**config.mk**
```make
export PLATFORM = sky130hd
export DESIGN_NAME = somf_top
export DESIGN_NICKNAME = d
export VERILOG_FILES = /design/src/core/somf_pkg.sv /design/src/core/somf_top.sv
export SDC_FILE = /design/constraint.sdc
export NUM_CORES = 1
export LEC_CHECK = 0
export ABC_AREA = 1
export BUFFER_PORTS_ARGS = -buffer_cell sky130_fd_sc_hd__clkbuf_2
export CAP_MARGIN = 40
export CORE_MARGIN = 10
export CORE_UTILIZATION = 40
export DETAILED_ROUTE_END_ITERATION = 8
export MAX_ROUTING_LAYER = met4
export PLACE_DENSITY_LB_ADDON = 0.08
export SYNTH_ARGS = -nofsm -noshare
export SYNTH_HDL_FRONTEND = slang
export SYNTH_SLANG_ARGS = --single-unit
```
**constraint.sdc**
```tcl
create_clock -name CORE_CLK -period 3.2 [get_ports CORE_CLK]
set_input_delay 0 -clock CORE_CLK [delete_from_list [all_inputs] [get_ports CORE_CLK]]
set_output_delay 0 -clock CORE_CLK [all_outputs]
set_load 0.005 [all_outputs]
```
**src/core/somf_pkg.sv**
```systemverilog
`default_nettype none
package somf_pkg;

    localparam int CLK_FREQ_HZ = 40_000_000;
    localparam int RST_DELAY_NS = 10_000;
    localparam int RST_DELAY_CYCLES = (RST_DELAY_NS * (CLK_FREQ_HZ / 1_000_000) + 999) / 1000;
    localparam int LONG_WIN_MS = 200;
    localparam int LONG_WIN_CYCLES_DEF = LONG_WIN_MS * (CLK_FREQ_HZ / 1000);
    localparam int LW_CNT_W = 24;
    localparam int RD_CNT_W = 16;

    localparam int NWK = 3;
    localparam int P_CSN = 0;
    localparam int P_SCLK = 1;
    localparam int P_MOSI = 2;
    localparam int P_CAN = 3;
    localparam int P_LIN = 4;
    localparam int P_DBG = 5;
    localparam int P_CFG = 6;
    localparam int P_WK = 7;
    localparam int NPIN = P_WK + NWK;
    // Idle levels of the pins: frame select high and debug strap released.
    localparam logic [NPIN-1:0] PIN_IDLE = NPIN'((1 << P_CSN) | (1 << P_DBG));

    localparam int FRAME_BITS = 16;
    localparam logic [4:0] FRAME_LEN = 5'h10;
    localparam logic [6:0] MODE_CTRL_ADDR = 7'h01;
    localparam logic [6:0] WD_CTRL_ADDR = 7'h03;
    localparam int WR_BIT = 15;
    localparam int ADDR_LSB = 8;
    localparam int MODE_LSB = 6;

    typedef enum logic [1:0] {
        SEL_NORMAL = 2'h0,
        SEL_SLEEP = 2'h1,
        SEL_STOP = 2'h2,
        SEL_RESET = 2'h3
    } somf_sel_t;

    typedef enum logic [2:0] {
        ST_INIT = 3'h0,
        ST_NORMAL = 3'h1,
        ST_STOP = 3'h3,
        ST_SLEEP = 3'h2,
        ST_RESTART = 3'h6,
        ST_FAILSAFE = 3'h4
    } somf_state_t;

    typedef struct packed {
        somf_state_t st;
        logic [NPIN-1:0] sy1;
        logic [NPIN-1:0] sy2;
        logic [NPIN-1:0] sy3;
        logic [NPIN-1:0] flt;
        logic dbg;
        logic cfg;
        logic ot;
        somf_sel_t mode_sel;
        logic [4:0] bit_cnt;
        logic [FRAME_BITS-1:0] rx;
        logic [FRAME_BITS-1:0] tx;
        logic lw_run;
        logic [LW_CNT_W-1:0] lw_cnt;
        logic [RD_CNT_W-1:0] rd_cnt;
        logic reg_en;
        logic mcu_rst_n;
        logic wake_irq;
        logic wd_stop;
        logic miso;
        logic [2:0] mode_out;
    } somf_q_t;

endpackage : somf_pkg
`default_nettype wire

```
**src/core/somf_top.sv**
```systemverilog
`default_nettype none
module somf_top
    import somf_pkg::*;
#(
    parameter int LONG_WIN_CYCLES = LONG_WIN_CYCLES_DEF
)(
    input wire logic CORE_CLK,
    input wire logic RESETN,
    input wire logic SPI_CSN,
    input wire logic SPI_SCLK,
    input wire logic SPI_MOSI,
    output logic SPI_MISO,
    input wire logic WAKE_CAN,
    input wire logic WAKE_LIN,
    input wire logic [NWK-1:0] WAKE_INPUTS,
    input wire logic DEBUG_STRAP,
    input wire logic CFG_STRAP,
    input wire logic WD_FAIL,
    input wire logic UV_RESET,
    input wire logic OVERTEMP,
    output logic MAIN_REG_EN,
    output logic MCU_RESET_N,
    output logic WAKE_IRQ,
    output logic WD_STOP,
    output logic [2:0] MODE
);

    localparam logic [LW_CNT_W-1:0] LW_LAST = LW_CNT_W'(LONG_WIN_CYCLES - 1);
    localparam logic [RD_CNT_W-1:0] RD_LAST = RD_CNT_W'(RST_DELAY_CYCLES - 1);

    // Pin stages start idle, so release gives no false select or strap edge.
    // The long open window runs from the release of reset.
    localparam somf_q_t Q_RST = '{
        st: ST_INIT,
        sy1: PIN_IDLE,
        sy2: PIN_IDLE,
        sy3: PIN_IDLE,
        flt: PIN_IDLE,
        dbg: 1'b0,
        cfg: 1'b0,
        ot: 1'b0,
        mode_sel: SEL_NORMAL,
        bit_cnt: 5'h00,
        rx: '0,
        tx: '0,
        lw_run: 1'b1,
        lw_cnt: '0,
        rd_cnt: '0,
        reg_en: 1'b0,
        mcu_rst_n: 1'b0,
        wake_irq: 1'b0,
        wd_stop: 1'b0,
        miso: 1'b0,
        mode_out: 3'h0
    };

    somf_q_t q;
    somf_q_t n;

    ////////////////////////////////////////////////////////////////////////////////

    logic [NPIN-1:0] pins;
    logic csn_fall;
    logic csn_rise;
    logic sclk_rise;
    logic sclk_fall;
    logic frame_ok;
    logic mode_wr;
    logic wd_trig;
    logic wake;
    logic [NWK+1:0] wake_now;
    logic [NWK+1:0] wake_was;
    logic rx_write;
    logic [WR_BIT-ADDR_LSB-1:0] rx_addr;
    logic lw_expire;
    logic wd_fail_ev;
    logic ot_clear;
    somf_sel_t req;
    somf_state_t fail_tgt;

    assign pins = {WAKE_INPUTS, CFG_STRAP, DEBUG_STRAP, WAKE_LIN, WAKE_CAN,
                   SPI_MOSI, SPI_SCLK, SPI_CSN};

    ////////////////////////////////////////////////////////////////////////////////

    always_comb
    begin
        n = q;
        n.wake_irq = 1'b0;

        // Three-stage capture; a level is taken once the last two stages agree.
        n.sy1 = pins;
        n.sy2 = q.sy1;
        n.sy3 = q.sy2;
        n.flt = (q.sy2 & q.sy3) | (q.flt & (q.sy2 ^ q.sy3));

        csn_fall = q.flt[P_CSN] & ~n.flt[P_CSN];
        csn_rise = ~q.flt[P_CSN] & n.flt[P_CSN];
        sclk_rise = ~q.flt[P_SCLK] & n.flt[P_SCLK];
        sclk_fall = q.flt[P_SCLK] & ~n.flt[P_SCLK];

        // Serial frame: shift in on rising clock, shift out on falling clock.
        if (csn_fall)
        begin
            n.bit_cnt = 5'h00;
            n.tx = {q.mode_sel, 3'(q.st), 11'h000};
            n.miso = q.mode_sel[1];
        end
        else if (!q.flt[P_CSN] && sclk_rise)
        begin
            n.rx = {q.rx[FRAME_BITS-2:0], n.flt[P_MOSI]};
            if (q.bit_cnt <= FRAME_LEN)
            begin
                n.bit_cnt = q.bit_cnt + 5'h01;
            end
        end
        else if (!q.flt[P_CSN] && sclk_fall)
        begin
            n.tx = {q.tx[FRAME_BITS-2:0], 1'b0};
            n.miso = q.tx[FRAME_BITS-2];
        end

        frame_ok = csn_rise && (q.bit_cnt == FRAME_LEN);
        rx_write = q.rx[WR_BIT];
        rx_addr = q.rx[WR_BIT-1:ADDR_LSB];
        mode_wr = frame_ok && rx_write && (rx_addr == MODE_CTRL_ADDR);
        wd_trig = frame_ok && rx_write && (rx_addr == WD_CTRL_ADDR);
        req = somf_sel_t'(q.rx[MODE_LSB+1:MODE_LSB]);

        // Rising edges of the wake sources; the two strap pins are left out.
        wake_now = {n.flt[NPIN-1:P_WK], n.flt[P_LIN:P_CAN]};
        wake_was = {q.flt[NPIN-1:P_WK], q.flt[P_LIN:P_CAN]};
        wake = |(wake_now & ~wake_was);

        // Long open window; stopped while debug mode is active.
        lw_expire = 1'b0;
        if (wd_trig)
        begin
            n.lw_run = 1'b0;
            n.lw_cnt = '0;
        end
        else if (q.lw_run && !q.dbg)
        begin
            if (q.lw_cnt == LW_LAST)
            begin
                lw_expire = 1'b1;
                n.lw_run = 1'b0;
                n.lw_cnt = '0;
            end
            else
            begin
                n.lw_cnt = q.lw_cnt + 1'b1;
            end
        end

        wd_fail_ev = lw_expire || (WD_FAIL && !q.dbg);
        fail_tgt = q.cfg ? ST_RESTART : ST_FAILSAFE;
        n.ot = OVERTEMP;
        ot_clear = q.ot && !OVERTEMP;

        ////////////////////////////////////////////////////////////////////////////

        case (q.st)
            ST_INIT:
            begin
                if (!q.flt[P_DBG])
                begin
                    n.dbg = 1'b1;
                end
                n.cfg = q.flt[P_CFG];
                if (frame_ok)
                begin
                    n.st = ST_NORMAL;
                end
                // Wake events are not looked at here.
            end
            ST_NORMAL:
            begin
                if (wake)
                begin
                    n.wake_irq = 1'b1;
                end
                if (mode_wr)
                begin
                    case (req)
                        SEL_STOP:
                        begin
                            n.st = ST_STOP;
                            n.mode_sel = SEL_STOP;
                        end
                        SEL_SLEEP:
                        begin
                            n.st = ST_SLEEP;
                            n.mode_sel = SEL_SLEEP;
                        end
                        SEL_RESET:
                        begin
                            n.st = ST_INIT;
                            n.mode_sel = SEL_NORMAL;
                        end
                        default:
                        begin
                            n.mode_sel = SEL_NORMAL;
                        end
                    endcase
                end
            end
            ST_STOP:
            begin
                if (wake)
                begin
                    n.wake_irq = 1'b1;
                end
                if (mode_wr && req == SEL_NORMAL)
                begin
                    n.st = ST_NORMAL;
                    n.mode_sel = SEL_NORMAL;
                end
                else if (mode_wr && req == SEL_RESET)
                begin
                    n.st = ST_INIT;
                    n.mode_sel = SEL_NORMAL;
                end
            end
            ST_SLEEP:
            begin
                if (wake)
                begin
                    n.st = ST_RESTART;
                end
            end
            ST_RESTART:
            begin
                n.mode_sel = SEL_NORMAL;
                if (UV_RESET)
                begin
                    n.rd_cnt = '0;
                end
                else if (q.rd_cnt == RD_LAST)
                begin
                    n.rd_cnt = '0;
                    n.st = ST_NORMAL;
                end
                else
                begin
                    n.rd_cnt = q.rd_cnt + 1'b1;
                end
            end
            ST_FAILSAFE:
            begin
                if (wake || ot_clear)
                begin
                    n.st = ST_RESTART;
                end
            end
            default:
            begin
                n.st = ST_INIT;
            end
        endcase

        // Failures seen while the regulator is up and the part is not resetting.
        if (q.st == ST_INIT || q.st == ST_NORMAL || q.st == ST_STOP)
        begin
            if (OVERTEMP && !q.ot)
            begin
                n.st = ST_FAILSAFE;
            end
            else if (wd_fail_ev)
            begin
                n.st = fail_tgt;
            end
            else if (UV_RESET)
            begin
                n.st = ST_RESTART;
            end
        end

        // The long window starts again on entry to init and on leaving restart.
        if (n.st != q.st && (n.st == ST_INIT || q.st == ST_RESTART))
        begin
            n.lw_run = 1'b1;
            n.lw_cnt = '0;
        end
        // Restart clears the mode field on entry and for as long as it lasts.
        if (n.st == ST_RESTART)
        begin
            n.rd_cnt = (q.st == ST_RESTART) ? n.rd_cnt : '0;
            n.mode_sel = SEL_NORMAL;
        end

        n.reg_en = !(n.st == ST_SLEEP || n.st == ST_FAILSAFE);
        n.mcu_rst_n = (n.st != ST_RESTART);
        n.wd_stop = n.dbg;
        n.mode_out = 3'(n.st);
    end

    ////////////////////////////////////////////////////////////////////////////////

    always_ff @(posedge CORE_CLK or negedge RESETN)
    begin
        if (!RESETN)
        begin
            q <= Q_RST;
        end
        else
        begin
            q <= n;
        end
    end

    ////////////////////////////////////////////////////////////////////////////////

    // Every output is taken straight from the state register.
    assign SPI_MISO = q.miso;
    assign MAIN_REG_EN = q.reg_en;
    assign MCU_RESET_N = q.mcu_rst_n;
    assign WAKE_IRQ = q.wake_irq;
    assign WD_STOP = q.wd_stop;
    assign MODE = q.mode_out;

endmodule : somf_top
`default_nettype wire

```
==> results.sh <==
export IMPL_synth_edf_count=0
export IMPL_clock_path_buffers=2
export IMPL_skew_ps=17.23
export IMPL_setup_violations_final=0
export IMPL_pwr_share_comb_pct=22.6
export IMPL_final_nets=769
export IMPL_finalSetupTns_ps=0
export IMPL_antenna_found_initial=0
export IMPL_drcViolationCount=0
export IMPL_synth_area_leaders="dfrtp_1 (46%), nand2_1 (8.6%), inv_1 (5.9%)"
export IMPL_ys_async_sr_fraction_pct=100.0
export IMPL_status="finished, final reports clean"
export IMPL_synth_top_area_cell="dfrtp_1"
export IMPL_swShare_pct=32.93
export IMPL_clkSlewWorstSetupHoldPaths_ps=50
export IMPL_ys_seq_elements=118
export IMPL_synth_most_common_cell="nand2_1"
export IMPL_ys_flop_type="dfrtp_1"
export IMPL_io_buffers=22
export IMPL_vdd_drop_max_v=0.0004890
export IMPL_core_sq_um=14530
export IMPL_drtIter0Drc=432
export IMPL_dp_hpwl_microns=8812
export IMPL_power_w=0.004625
export IMPL_htreeDepth=4
export IMPL_track_usage_pct=13.74
export IMPL_ioPinCount=23
export IMPL_ys_top_cells_by_count="nand2_1 (136), dfrtp_1 (109), inv_1 (93)"
export IMPL_insertion_delay_ps=410
export IMPL_yosysUniqueCellTypes=43
export IMPL_postCtsResizedCells=0
export IMPL_required_ps=3470
export IMPL_synthCells=695
export IMPL_grt_pass1_vias=4502
export IMPL_start_util_pct=40.93
export IMPL_grt_pass1_wl_microns=22070
export IMPL_diodes=0
export IMPL_num_vias=4626
export IMPL_cts_root_buf="clkbuf_16"
export IMPL_yosys_warnings=0
export IMPL_cts_buffers=17
export IMPL_start_kind="flip-flop"
export IMPL_power_frac_seq_pct=38.0
export IMPL_multiInputGateArea_sq_um=2511
export IMPL_worst_pin_slew_ps=841.2
export IMPL_rsz0062_at_grt="false"
export IMPL_critPathMaxFanout=32
export IMPL_critical_path_class="flip-flop to flip-flop"
export IMPL_finalCriticalPeriod_ps=2753
export IMPL_wl_per_cell_microns=13.69
export IMPL_syn2layout_area_growth_pct=16.26
export IMPL_ff_latch_area_sq_um=2964
export IMPL_slew_headroom_pct=43.92
export IMPL_max_freq_mhz=363.2
export IMPL_layout_drive_gt1_share_pct=13.90
export IMPL_p_leak_nw=3.218
export IMPL_clockPowerShare_pct=39.4
export IMPL_grt_max_degree=66
export IMPL_drtPass1Iterations=5
export IMPL_dieArea_sq_um=20150
export IMPL_cts_tree="built"
export IMPL_layout_cells_non_filler=932
export IMPL_die_w_microns=141.9
export IMPL_min_period_over_period_pct=86.05
export IMPL_p_per_area_nw_per_um2=668.8
export IMPL_min_path_type="input port to flip-flop"
export IMPL_end_kind="flip-flop"
export IMPL_cts_setup_buffers=0
export IMPL_dieHeight_microns=141.9
export IMPL_max_cap_violations=0
export IMPL_viasPerCell=4.964
export IMPL_syn_nets=729
export IMPL_postRouteAntennaNets=0
export IMPL_avgSynthCellArea_sq_um=8.559
export IMPL_wirelength_microns=12760
export IMPL_drv_slew=0
export IMPL_layout_setup_ws_ps=446.5
export IMPL_dp_cells=888
export IMPL_gp_congestion=0.9082
export IMPL_hold_depth=5
export IMPL_yosysSeqAreaShare_pct=49.83
export IMPL_hold_violations=0
export IMPL_synth_area_sq_um=5948
export IMPL_synth_top_area_share_pct=45.86
export IMPL_reg2reg_depth=16
export IMPL_dpl_worst_slack_ps=451.6
export IMPL_internal_power_w=0.003102
export IMPL_p_sw_w=0.001523
export IMPL_rows=44
export IMPL_cts_sinks=118
export IMPL_grt_overflow_total=0
export IMPL_worstPathArrival_ps=3030
export IMPL_fillers=1400
==> routing by layer <==
metal  vias up  global-route usage [%]  wire length [microns]
met3         4                   4.539                    561
met4         0                   3.120                     57
met2        90                   19.52                   5638
li1       2334                       -                      -
met1      2198                   18.61                   6505
met5         -                       -                      0
==> layout make-up <==
type / count / area share (%)
flip-flops and latches: 118 / 42.86
multi-input cells: 460 / 36.31
clock buffers: 24 / 6.676
inverters: 101 / 5.482
repair buffers: 37 / 3.872
well taps: 184 / 3.329
clock inverters: 8 / 1.466
==> cell usage in the layout, fill, tap and decap left out, types with 2 or more instances in the layout <==
| cell | netlist | final |
|---|---|---|
| a21o_1 | 8 | 8 |
| a21oi_1 | 9 | 9 |
| a31oi_1 | 5 | 5 |
| buf_4 | 5 | 3 |
| bufinv_16 | 0 | 2 |
| clkbuf_1 | 8 | 6 |
| clkbuf_16 | 0 | 17 |
| clkbuf_2 | 0 | 21 |
| clkinv_2 | 0 | 2 |
| clkinvlp_4 | 0 | 3 |
| dfrtp_1 | 109 | 109 |
| dfstp_2 | 9 | 9 |
| dlygate4sd3_1 | 0 | 12 |
| ha_1 | 19 | 19 |
| inv_1 | 93 | 93 |
| inv_2 | 7 | 7 |
| nand2_1 | 136 | 136 |
| nand2_2 | 6 | 6 |
| nand2_4 | 2 | 2 |
| nand3_1 | 64 | 64 |
| nand3_2 | 4 | 4 |
| nand3_4 | 2 | 2 |
| nand4_1 | 13 | 13 |
| nor2_1 | 66 | 66 |
| nor2_2 | 4 | 4 |
| nor2_4 | 3 | 3 |
| nor3_1 | 20 | 19 |
| nor4_1 | 8 | 8 |
| o21ai_0 | 24 | 24 |
| o21ai_1 | 14 | 14 |
| o21ai_2 | 11 | 11 |
| o22ai_1 | 6 | 6 |
| o32ai_1 | 2 | 2 |
| or2_2 | 2 | 2 |
| xor2_1 | 22 | 22 |
==> registers in the layout (all words and copies together) (netlist names) <==
register	flops
MCU_RESET_N	1
WD_STOP	1
SPI_MISO	1
MAIN_REG_EN	1
n	20
WAKE_IRQ	1
q	90
MODE	3
==> worst max-delay path: stages (launching register included) <==
cell and delay [ps]:
dfstp_2 530, ha_1 170, nand3_2 100, nor2_4 160, inv_2 70, nor2_4 100, nand2_1 70, inv_2 70
nand2_1 50, o21ai_1 110, nand3b_1 100, nand2_1 120, nand2_1 110, o21ai_2 180, nand2_4 230, nand2_4 340
o21ai_0 120
==> power groups by stage <==
stage	clock network (W)	registers, W	logic [W]
after detailed placement	0	0.00178	0.00104
after CTS	0.00186	0.00176	0.00106
after global routing	0.00194	0.00178	0.00119
final	0.00182	0.00176	0.00104
after floorplan	0	0.00175	0.000888
after global placement	0	0.00178	0.00102
==> logic make-up (layout without fill, tap and decap cells) <==
group | Yosys count | in the layout | synth area share (%)
buffers and inverters | 117 | 170 | 8.035
and+or+nand+nor | 335 | 335 | 26.19
DFF | 118 | 118 | 49.83
adders and majority gates | 19 | 19 | 3.997
AOI/OAI and AO/OA | 84 | 84 | 8.709
xor gates and xnor gates | 22 | 22 | 3.239
==> worst paths after layout <==
check | end | startpoint | slack, ps
min in group asynchronous | q[110] | RESETN | 230
worst max-delay path | q[24] | n[101] | 450
worst min-delay path | MODE[2] | UV_RESET | 80
worst max register to register | q[24] | n[101] | 450
max in group asynchronous | q[41] | RESETN | 2180
worst min register to register | n[102] | n[112] | 350
==> metrics by stage <==
step | cell area, sq um | utilization [%] | hold slack (ps)
2_1_floorplan | 5948 | - | -295.6
3_3_place_gp | 6232 | 42.88 | 93.92
3_5_place_dp | 6232 | 42.88 | 92.48
4_1_cts | 6915 | 47.58 | 66.34
5_1_grt | 6915 | 47.58 | 101.1
6_report | 6915 | 47.58 | 83.61
==> what timing repair did <==
item,4_1_cts,5_1_grt
hold buffers,12,0
setup endpoints to repair,0,0
endpoints found under the hold margin,66,0
(Power assumes the default switching activity.)
